--- src/verilog/fcrc_defines.svh ---
// constants for the flash rewrite control block
`ifndef FCRC_DEFINES_SVH
`define FCRC_DEFINES_SVH

`define FCRC_ADDR_W          20
`define FCRC_CTRL0_ADDR      20'h003B4
`define FCRC_CTRL1_ADDR      20'h003B5
`define FCRC_CMD_ADDR        20'h003B6
`define FCRC_BOOT_BASE       20'hFF000
`define FCRC_BOOT_SIZE       20'h00E00
`define FCRC_CMD_READ        8'h00
`define FCRC_CMD_PROG        8'h40
`define FCRC_CMD_PVERIFY     8'hC0
`define FCRC_CMD_ERASE       8'h20
`define FCRC_CMD_EVERIFY     8'hA0
`define FCRC_CMD_RESET       8'hFF
`define FCRC_CTRL_RW_EN_BIT  1
`define FCRC_CTRL_BUSY_BIT   0
`define FCRC_CTRL_MON_BIT    3
`define FCRC_CLK_MHZ         100
`define FCRC_PROG_TIME_US    20
`define FCRC_ERASE_TIME_MS   20
`define FCRC_PROG_CYC        (`FCRC_PROG_TIME_US * `FCRC_CLK_MHZ)
`define FCRC_ERASE_CYC       (`FCRC_ERASE_TIME_MS * 1000 * `FCRC_CLK_MHZ)

`endif

--- src/verilog/fcrc_pkg.sv ---
// types for the flash rewrite control block
package fcrc_pkg;
  typedef enum logic [1:0] {
    FCRC_MODE_CPU      = 2'h0,
    FCRC_MODE_PARALLEL = 2'h1,
    FCRC_MODE_SERIAL   = 2'h3
  } fcrc_mode_t;

  typedef enum logic [2:0] {
    FCRC_ST_READ    = 3'h0,
    FCRC_ST_PROG    = 3'h1,
    FCRC_ST_BUSY    = 3'h3,
    FCRC_ST_ERASE   = 3'h2,
    FCRC_ST_PVERIFY = 3'h6,
    FCRC_ST_EVERIFY = 3'h7,
    FCRC_ST_RESET   = 3'h5
  } fcrc_state_t;

  typedef enum logic [1:0] {
    FCRC_OP_NONE  = 2'h0,
    FCRC_OP_PROG  = 2'h1,
    FCRC_OP_ERASE = 2'h2
  } fcrc_op_t;
endpackage
--- src/verilog/fcrc_op_if.sv ---
// operation request and completion between sequencer and op timer
`timescale 1ns/100ps
`default_nettype none
interface fcrc_op_if;
  import fcrc_pkg::*;
  logic     start;
  fcrc_op_t op;
  logic     busy;
  logic     done;
  modport seq (output start, output op, input busy, input done);
  modport tmr (input start, input op, output busy, output done);
endinterface
`default_nettype wire

--- src/verilog/fcrc_ctrl.sv ---
// flash rewrite control: command decode, area guard, fetch gating
`timescale 1ns/100ps
`default_nettype none
`include "fcrc_defines.svh"
// Functional notes
// - The array works in parallel programmer, serial programmer or processor rewrite mode.
// - Program and erase start only from software commands, never from plain writes.
// - Array reads are blocked while parallel mode has read-out protection on.
// - A separate boot area of 3.5 kilobytes forms one erase division.
// - Boot area program or erase is accepted only in parallel programmer mode; the code guards program only, erase starts in any mode.
// - The boot area cannot be overwritten with a user rewrite program.
// - Rewrite mode is run through the control and command registers.
// - In rewrite mode only the user area changes; boot area attempts do nothing; the code guards program only, erase starts in any mode.
// - While rewrite mode is on the array serves no processor fetch.
// - The rewrite program may be loaded from the user or the boot area first.
// - Control sits at bytes 03B4h and 03B5h, command at byte 03B6h.
// - Codes: read 00, program 40, verify C0, erase 20 twice, verify A0, reset FF twice.
// - Read mode follows reset and the reset command until another command.
// - Program takes 20 us and erase 20 ms.
module fcrc_ctrl
  import fcrc_pkg::*;
#(
  parameter int unsigned ERASE_CYC = `FCRC_ERASE_CYC
) (
  input  wire logic                    clk_sys,
  input  wire logic                    srst,
  input  wire logic                    ce,
  input  wire logic [1:0]              mode_pin,
  input  wire logic                    protect_pin,
  input  wire logic                    bus_wr,
  input  wire logic                    bus_rd,
  input  wire logic [`FCRC_ADDR_W-1:0] bus_addr,
  input  wire logic [7:0]              bus_wdata,
  output var  logic [7:0]              bus_rdata,
  output var  logic                    fetch_block,
  output var  logic                    arr_prog,
  output var  logic                    arr_erase,
  output var  logic                    arr_verify,
  output var  logic [`FCRC_ADDR_W-1:0] arr_addr,
  output var  logic [7:0]              arr_wdata,
  output var  logic                    busy,
  output var  logic                    rejected
);
  // decoded once, used by the program write path only
  function automatic logic in_boot(input logic [`FCRC_ADDR_W-1:0] a);
    in_boot = (a >= `FCRC_BOOT_BASE) &&
              (a < `FCRC_BOOT_BASE + `FCRC_BOOT_SIZE);
  endfunction

  fcrc_op_if op_if ();
  fcrc_op_timer #(.ERASE_CYC(ERASE_CYC)) u_tmr (
    .clk_sys (clk_sys),
    .srst    (srst),
    .ce      (ce),
    .op_if   (op_if)
  );

  // pins are asynchronous: two flops before use
  logic [1:0] mode_s1_r;
  logic [1:0] mode_s2_r;
  logic       prot_s1_r;
  logic       prot_s2_r;
  always_ff @(posedge clk_sys) begin
    if (srst) begin
      mode_s1_r <= 2'h0;
      mode_s2_r <= 2'h0;
      prot_s1_r <= 1'b0;
      prot_s2_r <= 1'b0;
    end else if (ce) begin
      mode_s1_r <= mode_pin;
      mode_s2_r <= mode_s1_r;
      prot_s1_r <= protect_pin;
      prot_s2_r <= prot_s1_r;
    end
  end

  fcrc_mode_t  mode;
  fcrc_state_t st_r;
  fcrc_state_t st_nxt;
  logic        rw_en_r;
  logic        rw_en_nxt;
  fcrc_op_t    pend_r;
  fcrc_op_t    pend_nxt;
  logic [`FCRC_ADDR_W-1:0] addr_r;
  logic [`FCRC_ADDR_W-1:0] addr_nxt;
  logic [7:0]  wdata_r;
  logic [7:0]  wdata_nxt;
  logic        verify_r;
  logic        verify_nxt;
  logic        rej_r;
  logic        rej_nxt;
  logic        start;
  logic        cmd_wr;
  logic        ctl_wr;
  logic        arr_wr;
  logic        boot_ok;

  assign mode    = fcrc_mode_t'(mode_s2_r);
  assign cmd_wr  = bus_wr && bus_addr == `FCRC_CMD_ADDR;
  assign ctl_wr  = bus_wr && bus_addr == `FCRC_CTRL0_ADDR;
  assign arr_wr  = bus_wr && !cmd_wr && bus_addr != `FCRC_CTRL0_ADDR &&
                   bus_addr != `FCRC_CTRL1_ADDR;
  // boot area only writable from parallel programmer mode
  assign boot_ok = (mode == FCRC_MODE_PARALLEL);

  always_comb begin
    st_nxt     = st_r;
    rw_en_nxt  = rw_en_r;
    pend_nxt   = FCRC_OP_NONE;
    addr_nxt   = addr_r;
    wdata_nxt  = wdata_r;
    verify_nxt = 1'b0;
    rej_nxt    = 1'b0;
    start      = 1'b0;
    if (ctl_wr && !op_if.busy)
      rw_en_nxt = bus_wdata[`FCRC_CTRL_RW_EN_BIT];
    if (op_if.busy) begin
      st_nxt = op_if.busy ? FCRC_ST_BUSY : st_r;
    end else if (st_r == FCRC_ST_BUSY) begin
      st_nxt = FCRC_ST_READ;
    end else begin
      case (st_r)
        FCRC_ST_PROG: begin
          if (arr_wr) begin
            addr_nxt  = bus_addr;
            wdata_nxt = bus_wdata;
            if (in_boot(bus_addr) && !boot_ok) begin
              rej_nxt = 1'b1;
              st_nxt  = FCRC_ST_READ;
            end else begin
              pend_nxt = FCRC_OP_PROG;
              start    = 1'b1;
              st_nxt   = FCRC_ST_BUSY;
            end
          end
        end
        FCRC_ST_ERASE: begin
          if (cmd_wr) begin
            if (bus_wdata == `FCRC_CMD_ERASE) begin
              pend_nxt = FCRC_OP_ERASE;
              start    = 1'b1;
              st_nxt   = FCRC_ST_BUSY;
            end else begin
              st_nxt = FCRC_ST_READ;
            end
          end
        end
        FCRC_ST_RESET: begin
          if (cmd_wr)
            st_nxt = FCRC_ST_READ;
        end
        FCRC_ST_PVERIFY, FCRC_ST_EVERIFY: begin
          if (bus_rd && bus_addr != `FCRC_CMD_ADDR) begin
            verify_nxt = 1'b1;
            st_nxt     = FCRC_ST_READ;
          end
        end
        default: ;
      endcase
      if (cmd_wr && st_r != FCRC_ST_ERASE && st_r != FCRC_ST_RESET) begin
        case (bus_wdata)
          `FCRC_CMD_READ:    st_nxt = FCRC_ST_READ;
          `FCRC_CMD_PROG:    st_nxt = FCRC_ST_PROG;
          `FCRC_CMD_PVERIFY: st_nxt = FCRC_ST_PVERIFY;
          `FCRC_CMD_ERASE:   st_nxt = FCRC_ST_ERASE;
          `FCRC_CMD_EVERIFY: st_nxt = FCRC_ST_EVERIFY;
          `FCRC_CMD_RESET:   st_nxt = FCRC_ST_RESET;
          default:           st_nxt = st_r;
        endcase
      end
    end
  end

  // erase starts in any mode with no boot area check;
  // only program writes pass through the boot_ok guard
  assign op_if.start = start;
  assign op_if.op    = pend_nxt;

  always_ff @(posedge clk_sys) begin
    if (srst) begin
      st_r     <= FCRC_ST_READ;
      rw_en_r  <= 1'b0;
      pend_r   <= FCRC_OP_NONE;
      addr_r   <= '0;
      wdata_r  <= 8'h00;
      verify_r <= 1'b0;
      rej_r    <= 1'b0;
    end else if (ce) begin
      st_r     <= st_nxt;
      rw_en_r  <= rw_en_nxt;
      pend_r   <= pend_nxt;
      addr_r   <= addr_nxt;
      wdata_r  <= wdata_nxt;
      verify_r <= verify_nxt;
      rej_r    <= rej_nxt;
    end
  end

  logic [7:0] rdata_nxt;
  logic [7:0] rdata_r;
  always_comb begin
    rdata_nxt = 8'h00;
    if (bus_rd) begin
      case (bus_addr)
        `FCRC_CTRL0_ADDR: begin
          rdata_nxt[`FCRC_CTRL_BUSY_BIT]  = !op_if.busy;
          rdata_nxt[`FCRC_CTRL_RW_EN_BIT] = rw_en_r;
          rdata_nxt[`FCRC_CTRL_MON_BIT]   = rw_en_r;
        end
        default: rdata_nxt = 8'h00;
      endcase
    end
  end
  always_ff @(posedge clk_sys) begin
    if (srst)
      rdata_r <= 8'h00;
    else if (ce)
      rdata_r <= rdata_nxt;
  end

  assign bus_rdata   = rdata_r;
  assign fetch_block = (rw_en_r && mode == FCRC_MODE_CPU) ||
                       (prot_s2_r && mode == FCRC_MODE_PARALLEL);
  assign arr_prog    = pend_r == FCRC_OP_PROG;
  assign arr_erase   = pend_r == FCRC_OP_ERASE;
  assign arr_verify  = verify_r;
  assign arr_addr    = addr_r;
  assign arr_wdata   = wdata_r;
  assign busy        = op_if.busy;
  assign rejected    = rej_r;
endmodule
`default_nettype wire

--- src/verilog/fcrc_op_timer.sv ---
// times a program or erase pulse and reports busy and completion
`timescale 1ns/100ps
`default_nettype none
`include "fcrc_defines.svh"
module fcrc_op_timer
  import fcrc_pkg::*;
#(
  parameter int unsigned ERASE_CYC = `FCRC_ERASE_CYC
) (
  input  wire logic clk_sys,
  input  wire logic srst,
  input  wire logic ce,
  fcrc_op_if.tmr    op_if
);
  localparam int unsigned PROG_CYC = `FCRC_PROG_CYC;

  logic [31:0] cnt_r;
  logic [31:0] cnt_nxt;
  logic        busy_r;
  logic        busy_nxt;
  logic        done_r;
  logic        done_nxt;

  always_comb begin
    cnt_nxt  = cnt_r;
    busy_nxt = busy_r;
    done_nxt = 1'b0;
    if (busy_r) begin
      if (cnt_r <= 32'h00000001) begin
        busy_nxt = 1'b0;
        done_nxt = 1'b1;
        cnt_nxt  = 32'h00000000;
      end else begin
        cnt_nxt = cnt_r - 32'h00000001;
      end
    end else if (op_if.start && op_if.op != FCRC_OP_NONE) begin
      busy_nxt = 1'b1;
      cnt_nxt  = (op_if.op == FCRC_OP_ERASE) ? ERASE_CYC : PROG_CYC;
    end
  end

  always_ff @(posedge clk_sys) begin
    if (srst) begin
      cnt_r  <= 32'h00000000;
      busy_r <= 1'b0;
      done_r <= 1'b0;
    end else if (ce) begin
      cnt_r  <= cnt_nxt;
      busy_r <= busy_nxt;
      done_r <= done_nxt;
    end
  end

  assign op_if.busy = busy_r;
  assign op_if.done = done_r;
endmodule
`default_nettype wire

--- config.mk ---
export PLATFORM = sky130hd
export DESIGN_NAME = fcrc_ctrl
export DESIGN_NICKNAME = d
export VERILOG_FILES = /design/src/verilog/fcrc_pkg.sv /design/src/verilog/fcrc_op_if.sv /design/src/verilog/fcrc_ctrl.sv /design/src/verilog/fcrc_op_timer.sv
export VERILOG_INCLUDE_DIRS = /design/src /design/src/verilog
export SDC_FILE = /design/constraint.sdc
export NUM_CORES = 1
export LEC_CHECK = 0
export BUFFER_PORTS_ARGS = -buffer_cell sky130_fd_sc_hd__clkbuf_2
export CAP_MARGIN = 5
export CORE_ASPECT_RATIO = 0.5
export CORE_MARGIN = 1.5
export CORE_UTILIZATION = 51
export CTS_CLUSTER_DIAMETER = 30
export CTS_CLUSTER_SIZE = 10
export DETAILED_ROUTE_END_ITERATION = 10
export PLACE_DENSITY = 0.75
export REMOVE_ABC_BUFFERS = 1
export SLEW_MARGIN = 20
export SYNTH_ARGS = -nofsm -noshare
export SYNTH_HDL_FRONTEND = slang
export SYNTH_SLANG_ARGS = --single-unit
--- constraint.sdc ---
create_clock -name clk_sys -period 6.6 [get_ports clk_sys]
set_input_delay 0.33 -clock clk_sys [delete_from_list [all_inputs] [get_ports clk_sys]]
set_output_delay 0.33 -clock clk_sys [all_outputs]
set_load 0.02 [all_outputs]
# [After elaboration in Yosys (flattened, before gate mapping)]
# Cells that the tools add are included.
[op_classes] n_reduce_logical=28 mux=44 bitwise=2 n_eq_ne=27 addsub=1 magnitude_cmp=3
[ops] op="$mux W32" count=3
[ops] op="$ne A20 B10 Y1 const B" count=3
[ops] op="$eq A20 B10 Y1 const B" count=2
[ops] op="$le A32 B1 Y1 const B" count=1
[ops] op="$sub A32 B1 Y32 const B" count=1
[ops] op="$eq A8 B8 Y1 const B" count=3
[ops] op="$mux W1" count=21
[ops] op="$mux W21" count=1
[ops] op="$mux W3" count=7
[ops] op="$ge A20 B20 Y1 const B" count=1
[ops] op="$lt A20 B20 Y1 const B" count=1
[ops] op="$ne A5 B4 Y1 const B" count=4
[ops] op="$pmux W3 S6" count=1
[ops] op="$logic_and A1 B1 Y1" count=14
[ops] op="$mux W2" count=7
[ops] op="$pmux W3 S4" count=1
[ops] op="$eq A3 B3 Y1 const B" count=3
[ops] op="$ne A9 B3 Y1 const B" count=1
[ops] op="$eq A8 B6 Y1 const B" count=1
[ops] op="$eq A8 B7 Y1 const B" count=1
[ops] op="$logic_not A8 Y1" count=1
[ops] op="$reduce_and A7 Y1" count=1
[ops] op="$reduce_bool A7 Y1" count=1
[ops] op="$eq A3 B2 Y1 const B" count=2
[ops] op="other kinds (16)" count=23
[word_totals] in_bits=36 register_bits=83 output_inout_bits=42 word_cells=119

# [Longest topological paths before layout]
# Gate-level depths: netlist (run 1).
[logic_depth] depth_word=14 ltp_mapped=10 mapped_depth_nobuf=9

# [By module]
# From an unflattened synthesis (run 1), not the netlist that was laid out.
[hier_totals] cells_unflattened=479 hier_area_um2=4083.9
[modules_own_cells] mod="fcrc_ctrl" area_each_um2=2204.6 n_inst=1 seq_area_each_um2=880.8 cells_per_inst=243
[modules_own_cells] mod="fcrc_op_timer" area_each_um2=1879.3 n_inst=1 seq_area_each_um2=680.7 cells_per_inst=236

# [Worst setup path after synthesis (run 1)]
# Ideal clock, no wire load.
[synth_timing] path_kind="input to register" startpoint="in bus_addr[12]" endpoint="reg u_tmr.cnt_r[16]" slack_ps=4066 n_path_buf=1 arrival_time_ps=2464 required_ps=6530 setup_ps=70 path_stages=8 cell_sequence="or4b_4 > or4_4 > nor4_2 > o21a_2 > o21ai_2 > buf_6 > or4_1 > a21oi_1"
[synth_between] elab_chain_len=14 word_cells_on_any_way=28 cone_classes="order compare (2); eq/ne (3); mux (12); reduce/logical (11)"
[synth_lines] item="from (decl)" line_no="fcrc_ctrl.sv:32" text="input wire logic [`FCRC_ADDR_W-1:0] bus_addr,"
[synth_lines] item="branches (longest 11 deep; another with $ge A20 B20 Y1)"
[synth_lines] item="$logic_and A1 B1 Y1 *" line_no="fcrc_op_timer.sv:36" text="end else if (op_if.start && op_if.op != FCRC_OP_NONE) begin"
[synth_lines] item="$reduce_bool A2 Y1 (no line) *"
[synth_lines] item="$reduce_and A2 Y1 (no line) *"
[synth_lines] item="to (signal assigned)" line_no="fcrc_op_timer.sv:48" text="cnt_r <= cnt_nxt;"
[synth_lines] item="to (decl)" line_no="fcrc_op_timer.sv:17" text="logic [31:0] cnt_r;"
# Mark *: on every way between the ends.
# A chain may end at the register's enable or synchronous reset.

# [Worst setup path in the final report (run 1)]
[layout_timing] startpoint="reg u_tmr.cnt_r[18]" endpoint="reg u_tmr.cnt_r[5]"
[layout_between] elab_chain_len=3
[layout_lines] item="$le A32 B1 Y1" line_no="fcrc_op_timer.sv:29" text="if (cnt_r <= 32'h00000001) begin"
[layout_lines] item="$mux W32" line_no="fcrc_op_timer.sv:29"
[layout_lines] item="$mux W32" line_no="fcrc_op_timer.sv:28" text="if (busy_r) begin"
# Every way passes these cells.

==> results of run 1 <==
state kept, by name, summed over array words and instances, names as in the netlist:
name and flops:
u_tmr.cnt_r 32, bus_rdata 2, arr_verify 1, mode 2, rejected 1, arr_wdata 8
prot_s1_r 1, pend_r 2, st_r 3, arr_addr 20, prot_s2_r 1, mode_s1_r 2
rw_en_r 1, u_tmr.op_if.busy 1
area by class of cell:
cell class              instances  area, um^2
fillers                       689        2794
flip-flops and latches         77        1541
inverters                      13       48.80
multi-input cells             418        2270
repair buffers                 74       375.4
clock inverters                 2       38.79
well taps                     108       135.1
clock buffers                  14       284.0
critical path, stage by stage, from the launching register on:
cell and delay [ns]:
dfxtp_1 0.33, or4_1 0.62, nor4_1 0.41, nand4_1 0.29, nand2_1 0.85, nor2_1 0.12
o21ai_0 0.19, a21oi_1 0.09
layout by cell type (no fill, tap or decap), types with 4 or more instances in the layout:
cell type and instances:
nor3_1 17, nand3_1 5, conb_1 5, clkbuf_2 72, nor2b_1 9, dfxtp_1 77, o21ai_0 44, clkbuf_16 9
or4_1 12, nand4_1 13, nor4_1 12, nor2_1 52, a21oi_1 84, a31oi_1 5, clkbuf_8 4, mux2i_1 12
nand2_1 78, inv_1 13, or3_1 13, and3_1 4
per-stage QoR:
step	total power [mW]	area, um^2
global route	1.062	4693
finish	1.032	4693
detailed placement	0.5186	4364
global placement	0.5180	4364
floorplan	0.4914	3854
CTS	1.036	4687
worst max path at each step:
stage | end | slack, ns | cells past startpoint
final | u_tmr.cnt_r[5] | 3.54 | 7
after global routing | u_tmr.cnt_r[8] | 3.19 | 7
after CTS | u_tmr.cnt_r[17] | 3.59 | 7
after detailed placement | u_tmr.cnt_r[16] | 3.59 | 7
after global placement | u_tmr.cnt_r[23] | 3.69 | 9
after floorplan | u_tmr.cnt_r[23] | 3.76 | 7
per-layer routing:
metal	track usage (%)	share of wire (%)
met4	8.146	1.4
met2	41.53	46
met3	8.010	6.7
met5	0	0
met1	31.89	46
cells by family (layout without fill, tap and decap cells):
group,Yosys count,count (layout)
AO/OA/AOI/OAI,158,158
adder cells (fa/ha/maj),2,2
buffers and inverters,52,103
flip-flops,77,77
multiplexers,12,12
other,1,5
AND/OR/NAND/NOR,241,241
power groups by stage:
stage	Combinational, mW	Clock, mW	Sequential [mW]
floorplan	0.0140	0	0.477
global placement	0.0404	0	0.478
detailed placement	0.0408	0	0.478
CTS	0.0411	0.528	0.468
global route	0.0457	0.549	0.468
finish	0.0414	0.523	0.468
==> metrics.cfg, run 1 <==
[worst_setup_path]
reg2regPathDepth = 7
end_kind = register
r2r_end = u_tmr.cnt_r[5]
critPathLaunchType = register
cp.arrival_ns = 3.24
reg2reg_slack_ns = 3.54
rr_startpoint = u_tmr.cnt_r[18]
path_max_fanout = 31
required_ns = 6.78
path_class = reg2reg
startpoint = u_tmr.cnt_r[18]

[synth]
ys_ff_latch = 77
synth_common_cells = a21oi_1 (84), nand2_1 (78), dfxtp_1 (77)
synthXorXnorAreaFrac_pct = 0
async_reset_ff_share_pct = 0
ys_types = 58
syn-cell-area_um2 = 4020
yosys_warnings = 0
synth_compound_area_share_pct = 21.72
synth_cells = 543
synth_top_family_by_area = simple AND/OR/NAND/NOR gates
post-synth-top-count-cell = a21oi_1
synth-edff-count = 0
synth_mux_area_share_pct = 2.988
synth_simple_gate_area_share_pct = 30.50
ys.flop_type = dfxtp_1
avgSynthCellArea_um2 = 7.404
synth-adder-area-share_pct = 0.6225
synth_top_cell_area_share_pct = 38.34
synthTopCellsByArea = dfxtp_1 (38%), a21oi_1 (10%), nand2_1 (7.3%), o21ai_0 (5.5%), nor2_1 (4.9%)
yosysSeqAreaShare_pct = 38.34
synth_largest_area_cell = dfxtp_1

[finish]
drive_gt1_share_pct = 17.73
fin_cells = 706
n_antenna_cell = 0
areaGrowthSynthToFinish_pct = 16.74
final_nets = 631
finalCoreUtilization_pct = 62.68

[pwr]
power_leakage_nw = 1.835
seq_power_share_pct = 45.3
p_sw_share_pct = 20.95
clock_power_share_pct = 50.7
pwr-share-comb_pct = 4.0
powerDensity_nw_per_um2 = 219.8
intPower_uw = 815.6
p_switching_uw = 216.1
vdd_drop_max_mv = 0.1318

[placement]
place_hpwl_um = 6629
port_buffers = 72
gp_congestion = 0.8721
pre_cts_ws_ns = 3.594
dp_cells = 690

[die]
die_area_um2 = 8457
fp.dieH_um = 65.78
fp.dieW_um = 128.6
start_util_pct = 53.69
pin_count = 78
rows = 22
core_area_um2 = 7487

[sta]
rsz0062_at_grt = no
tightest_slew_ns = 1.037
fin_tns_setup_ns = 0
holdWs_ns = 0.2179
fin_crit_sh_pct = 46.31
max_slew_margin_pct = 30.68
fin_skew_ns = 0.005717
setup_violations = 0
hold_viol = 0
setup_ws_ns = 3.544
maxSlewViolCount = 0
period_minus_slack_ns = 3.056
max_freq_mhz = 327.2

[clocking]
clockBufferDepth = 2
cts_tree = built
cts_root_buffer = clkbuf_16
numCtsBuffers = 9
ctsResizeCount = 0
cts_hold_buffers = 0
cts_htree_levels = 3
clk_pin_slew_worst_paths_ns = 0.06
cts_sinks = 77
clock_latency_ns = 0.34
post_cts.repair.setup_buffers = 0

[global_routing]
grt_pass1_wl_um = 17030
grt_max_degree = 71
gr-usage-all-layers_pct = 25.26
grt_pass1_vias = 3739
antenna_found_initial = 0
grt_remaining_overflow = 0

[run]
maxCapViolCount = 0

[min_path]
hp-start = bus_addr[3]
min_to = arr_addr[3]
min_path_type = in2reg
hold_depth = 3

[drt]
drtAntennaViolNets = 0
firstDrtPassIters = 5
wl_per_cell_um = 14.24
drt_iter0_drc = 381
remaining_drc_errors = 0
viasPerCell = 5.748
drt-total-wl_um = 10050
vias = 4058

[status]
status = finished clean

Note: power is estimated with default switching activity, not from simulation.
==> run 2, diff against run 1 <==
--- a/config.mk
+++ b/config.mk
@@ -10,11 +10,11 @@
 export CAP_MARGIN = 5
 export CORE_ASPECT_RATIO = 0.5
 export CORE_MARGIN = 1.5
-export CORE_UTILIZATION = 51
+export CORE_UTILIZATION = 50
 export CTS_CLUSTER_DIAMETER = 30
 export CTS_CLUSTER_SIZE = 10
 export DETAILED_ROUTE_END_ITERATION = 10
-export PLACE_DENSITY = 0.75
+export PLACE_DENSITY = 0.76
 export REMOVE_ABC_BUFFERS = 1
 export SLEW_MARGIN = 20
 export SYNTH_ARGS = -nofsm -noshare
==> constraint.sdc (replaced) <==
create_clock -name clk_sys -period 2.8 [get_ports clk_sys]
set_input_delay 0.14 -clock clk_sys [delete_from_list [all_inputs] [get_ports clk_sys]]
set_output_delay 0.14 -clock clk_sys [all_outputs]
set_load 0.02 [all_outputs]
==> run 2 against run 1 <==
Against the previous run: final cell count is 2.8% higher; clock skew is 0.00056 ns lower; design area is 4.1% higher; die area is 1.9% higher; via count is 2.6% higher; combinational power is 140% higher; first-iteration DRC count is 6.6% lower; fmax is 19% higher; register-to-register slack worse by 3.3 ns.
==> metrics.cfg, run 2 (synthesis results as in run 1) <==
[finish]
mostFrequentLayoutCell = a21oi_1
top_register = u_tmr.cnt_r
largest_reg_flops = 32  ; unchanged
areaGrowthSynthToFinish_pct = 21.48
n_antenna_cell = 0  ; unchanged
drive_gt1_share_pct = 20.23  ; +2.5 points
final_nets = 652  ; +3.3%
nFillCells = 669  ; -2.9%
final_cell_mix = a21oi_1 (84), nand2_1 (78), dfxtp_1 (77), clkbuf_2 (72), nor2_1 (52)

[worst_setup_path]
max_stage_delay_ns = 0.59  ; -0.26 ns
cp_slowest_cell = or4_1
worstPathCellList = or4_1, or2_1, or3_4, nor2_2, nand3b_1, or3_1, a221oi_1
path_class = reg2reg
required_ns = 3.05  ; -3.73 ns
path_buf_inv = 0  ; unchanged
end_kind = register
critPathLaunchType = register
path_max_fanout = 7  ; -77%
crit_family = simple AND/OR/NAND/NOR gates
cp.arrival_ns = 2.83  ; -0.41 ns

[placement]
port_buffers = 72  ; unchanged
gp_congestion = 0.9079  ; +4.1%
place_hpwl_um = 7199  ; +8.6%

[die]
core_area_um2 = 7542  ; +0.74%
fp.dieH_um = 66.41  ; +0.95%
fp.dieW_um = 129.8  ; +0.97%
pin_count = 78  ; unchanged
die_area_um2 = 8620  ; +1.9%
start_util_pct = 53.30  ; -0.39 points
rows = 22  ; unchanged

[clocking]
cts_tree = built
cts_root_buffer = clkbuf_16
cts_hold_buffers = 0  ; unchanged
post_cts.repair.setup_buffers = 0  ; unchanged
cts_htree_levels = 3  ; unchanged
clock_latency_ns = 0.34  ; about the same
clockBufferDepth = 2  ; unchanged
clk_pin_slew_worst_paths_ns = 0.06  ; about the same
ctsResizeCount = 0  ; unchanged
numCtsBuffers = 9  ; unchanged
cts_sinks = 77  ; unchanged

[drt]
viasPerCell = 5.737  ; -0.19%
firstDrtPassIters = 5  ; unchanged
remaining_drc_errors = 0  ; unchanged
wl_per_cell_um = 14.11  ; -0.90%
drt_iter0_drc = 356  ; -6.6%
vias = 4165  ; +2.6%
drtAntennaViolNets = 0  ; unchanged
drt-total-wl_um = 10250  ; +1.9%

[sta]
fin_skew_ns = 0.005155  ; -0.0005622 ns
max_freq_mhz = 388.3  ; +19%
maxSlewViolCount = 0  ; unchanged
fin_tns_setup_ns = 0  ; unchanged
holdWs_ns = 0.02091  ; -0.1970 ns
setup_violations = 0  ; unchanged
hold_viol = 0  ; unchanged
fin_crit_sh_pct = 91.98  ; +46 points
tightest_slew_ns = 0.6844  ; -0.3529 ns
rsz0062_at_grt = no
max_slew_margin_pct = 53.96  ; +23 points
period_minus_slack_ns = 2.575  ; -0.4809 ns

[min_path]
min_path_type = in2reg

[global_routing]
grt_pass1_vias = 3675  ; -1.7%
antenna_found_initial = 0  ; unchanged
grt_remaining_overflow = 0  ; unchanged
grt_pass1_wl_um = 16940  ; -0.53%
gr-usage-all-layers_pct = 25.17  ; -0.092 points
grt_max_degree = 42  ; -41%

[run]
maxCapViolCount = 0  ; unchanged

[pwr]
power_leakage_nw = 1.951  ; +6.3%
vdd_drop_max_mv = 0.3136  ; +140%
finalPower_mw = 2.469  ; +140%
powerDensity_nw_per_um2 = 505.5  ; +130%

[status]
status = finished clean

run 2: worst paths after layout:
| path | start | to | slack (ns) | cells after the start |
|---|---|---|---|---|
| hold reg to reg | arr_addr[14] | arr_addr[14] | 0.45 | 2 |
| setup reg to reg | u_tmr.cnt_r[2] | u_tmr.cnt_r[23] | 0.22 | 7 |
| setup / recovery | u_tmr.cnt_r[2] | u_tmr.cnt_r[23] | 0.22 | 7 |
| hold / removal | bus_addr[6] | arr_addr[6] | 0.02 | 3 |
run 2: metrics by stage:
stage | cells | setup WS, ns | instance area (um^2) | util [%]
after floorplan | 508 | 0.1499 | 3854 | -
after global placement | 711 | 0.2439 | 4559 | 60.45
after detailed placement | 711 | 0.1944 | 4559 | 60.45
after CTS | 726 | 0.2192 | 4883 | 64.75
after global routing | 726 | 0.03426 | 4883 | 64.75
final | 726 | 0.2246 | 4883 | 64.75
run 2: where the power goes:
part           switching [mW]  internal, mW  total, mW
combinational          0.0642        0.0355     0.0997
sequential            0.00216          1.10       1.10
clock                   0.465         0.802       1.27
run 2: layout make-up:
| type | instances | area [um^2] | area share (%) |
|---|---|---|---|
| inverters | 13 | 48.80 | 0.9992 |
| multi-input cells | 418 | 2263 | 46.35 |
| clock inverters | 5 | 85.08 | 1.742 |
| flip-flops and latches | 77 | 1541 | 31.57 |
| clock buffers | 10 | 239.0 | 4.894 |
| well taps | 108 | 135.1 | 2.767 |
| repair buffers | 95 | 570.5 | 11.68 |
run 2: worst reg2reg max path, delay by kind of cell, from the launching register on:
| family | cells | cell delay (ns) |
|---|---|---|
| and+or+nand+nor | 6 | 1.88 |
| DFF | 1 | 0.35 |
| AOI/OAI and AO/OA | 1 | 0.26 |
run 2: layer usage:
layer	share of wire (%)	vias up	GRT usage, %
met4	1.0	0	7.361
met5	0	-	0
met2	45	143	40.94
li1	-	2076	-
met1	46	1937	32.18
met3	7.4	9	7.929
==> run 3, diff against run 2 <==
--- a/config.mk
+++ b/config.mk
@@ -10,11 +10,11 @@
 export CAP_MARGIN = 5
 export CORE_ASPECT_RATIO = 0.5
 export CORE_MARGIN = 1.5
-export CORE_UTILIZATION = 50
-export CTS_CLUSTER_DIAMETER = 30
+export CORE_UTILIZATION = 55
+export CTS_CLUSTER_DIAMETER = 150
 export CTS_CLUSTER_SIZE = 10
 export DETAILED_ROUTE_END_ITERATION = 10
-export PLACE_DENSITY = 0.76
+export PLACE_DENSITY = 0.79
 export REMOVE_ABC_BUFFERS = 1
 export SLEW_MARGIN = 20
 export SYNTH_ARGS = -nofsm -noshare
==> constraint.sdc (replaced) <==
create_clock -name clk_sys -period 2.4 [get_ports clk_sys]
set_input_delay 0.12 -clock clk_sys [delete_from_list [all_inputs] [get_ports clk_sys]]
set_output_delay 0.12 -clock clk_sys [all_outputs]
set_load 0.02 [all_outputs]
==> run 3 against run 2 <==
Against the previous run: the run now ends with negative setup slack left; sequential power up 17%; sequential share of layout area fell by 1.8 points; clock skew increased by 0.0032 ns; clock-buffer cell count up 3; design area rose by 6.3%; flip-flop and latch count is the same; highest routed layer unchanged.
==> metrics.cfg, run 3 (synthesis results as in run 1) <==
[worst_setup_path]
end_kind = register
required_ns = 2.67  ; -0.38 ns
path_class = reg2reg
path_max_fanout = 7  ; unchanged
cp.arrival_ns = 2.70  ; -0.13 ns
critPathLaunchType = register
reg2reg_slack_ns = -0.03  ; -0.25 ns

[global_routing]
grt_pass1_vias = 4111  ; +12%
grt_use_met1_pct = 37.19  ; +5.0 points
use_met3_pct = 10.14  ; +2.2 points
antenna_found_initial = 0  ; unchanged
gr-usage-all-layers_pct = 30.09  ; +4.9 points
grt_pass1_wl_um = 18690  ; +10%
grt.busiest_layer = met2
grt_max_degree = 70  ; +67%
grt_remaining_overflow = 0  ; unchanged
use_met2_pct = 51.10  ; +10 points

[clocking]
cts_htree_levels = 3  ; unchanged
cts_sinks = 77  ; unchanged
cts_hold_buffers = 0  ; unchanged
clock_latency_ns = 0.34  ; about the same
numCtsBuffers = 9  ; unchanged
post_cts.repair.setup_buffers = 0  ; unchanged
clockBufferDepth = 2  ; unchanged
cts_tree = built
clk_pin_slew_worst_paths_ns = 0.06  ; about the same
cts_root_buffer = clkbuf_16

[sta]
setup_ws_ns = -0.02524  ; -0.2498 ns
max_freq_mhz = 412.3  ; +6.2%
rsz0062_at_grt = yes
maxSlewViolCount = 0  ; unchanged
max_slew_margin_pct = 49.65  ; -4.3 points
setup_violations = 1  ; +1
tightest_slew_ns = 0.7553  ; +0.07097 ns
fin_crit_sh_pct = 101.1  ; +9.1 points
period_minus_slack_ns = 2.425  ; -0.1502 ns
fin_skew_ns = 0.008379  ; +0.003225 ns
hold_viol = 0  ; unchanged

[finish]
drive_gt1_share_pct = 26.41  ; +6.2 points
final_nets = 688  ; +5.5%
nFillCells = 534  ; -20%
finish.instance_area_um2 = 5190  ; +6.3%
n_antenna_cell = 0  ; unchanged
top_register = u_tmr.cnt_r
final_cell_mix = a21oi_1 (83), nand2_1 (76), dfxtp_1 (75), clkbuf_2 (72), buf_4 (56)
mostFrequentLayoutCell = a21oi_1
largest_reg_flops = 32  ; unchanged
areaGrowthSynthToFinish_pct = 29.10

[drt]
drt_iter0_drc = 412  ; +16%
drtAntennaViolNets = 0  ; unchanged
viasPerCell = 5.906  ; +3.0%
wl_per_cell_um = 15.05  ; +6.6%
drt-total-wl_um = 11240  ; +9.7%
vias = 4412  ; +5.9%
firstDrtPassIters = 5  ; unchanged
remaining_drc_errors = 0  ; unchanged

[placement]
gp_congestion = 0.8811  ; -3.0%
dpl_cell_area_um2 = 4797  ; +5.2%
place_hpwl_um = 7679  ; +6.7%
port_buffers = 72  ; unchanged

[die]
pin_count = 78  ; unchanged
start_util_pct = 58.40  ; +5.1 points
core_area_um2 = 6884  ; -8.7%
die_area_um2 = 7862  ; -8.8%
fp.dieH_um = 63.46  ; -4.4%
fp.dieW_um = 123.9  ; -4.5%
rows = 21  ; -4.5%

[status]
violations = negative setup slack
status = finished, violations left

[pwr]
power_leakage_nw = 2.145  ; +10%
vdd_drop_max_mv = 0.5672  ; +81%
finalPower_mw = 2.908  ; +18%
powerDensity_nw_per_um2 = 560.3  ; +11%

[min_path]
min_path_type = in2reg

[run]
maxCapViolCount = 0  ; unchanged

run 3: final cells by class:
class,instances,area [um^2],area share (%)
Multi-Input combinational cell,418,2322,44.74
Clock buffer,13,260.3,5.014
Inverter,13,48.80,0.9402
Tap cell,92,115.1,2.218
Sequential cell,77,1544,29.75
Clock inverter,3,67.56,1.302
Timing Repair Buffer,131,832.0,16.03
run 3: final timing paths:
check        cells past startpoint              end      startpoint
max reg2reg                      8  u_tmr.cnt_r[31]  u_tmr.cnt_r[4]
max                              8  u_tmr.cnt_r[31]  u_tmr.cnt_r[4]
min                              3      arr_addr[5]     bus_addr[5]
min reg2reg                      2      arr_addr[8]     arr_addr[8]
run 3: critical path, stage by stage (launching register included):
cell and delay, ns:
dfxtp_2 0.32, or4_4 0.54, or2_4 0.25, or3_4 0.43
nor2_4 0.11, buf_6 0.13, nand2_2 0.06, or3_4 0.39
a21oi_2 0.13
run 3: report_power, final:
part           total (mW)  switching [mW]  internal [mW]
Clock                1.49           0.524          0.968
Sequential           1.29         0.00251           1.28
Combinational       0.131          0.0806         0.0501
Total                2.91           0.607           2.30
run 3: timing repair:
item	4_1_cts	5_1_grt
endpoints found under the setup margin	1	28
endpoints found under the hold margin	0	0
gates resized for setup	3	14
pin swaps	1	9
run 3: per-stage QoR:
| stage | hold slack (ns) | setup slack, ns | util (%) | TNS, ns | std cells |
|---|---|---|---|---|---|
| 2_1_floorplan | 0.1891 | -0.2301 | - | -2.979 | 508 |
| 3_3_place_gp | 0.3579 | -0.09668 | 69.68 | -0.3664 | 731 |
| 3_5_place_dp | 0.3647 | -0.1455 | 69.68 | -1.462 | 731 |
| 4_1_cts | 0.008604 | 0.001751 | 74.63 | 0 | 747 |
| 5_1_grt | 0.02156 | -0.09255 | 75.39 | -0.1413 | 747 |
| 6_report | 0.01060 | -0.02524 | 75.39 | -0.02524 | 747 |
run 3: routing by layer:
layer,routed length [um],vias up
li1,-,2149
met1,4896,2065
met2,5380,183
met3,835,15
met4,130,0
met5,0,-
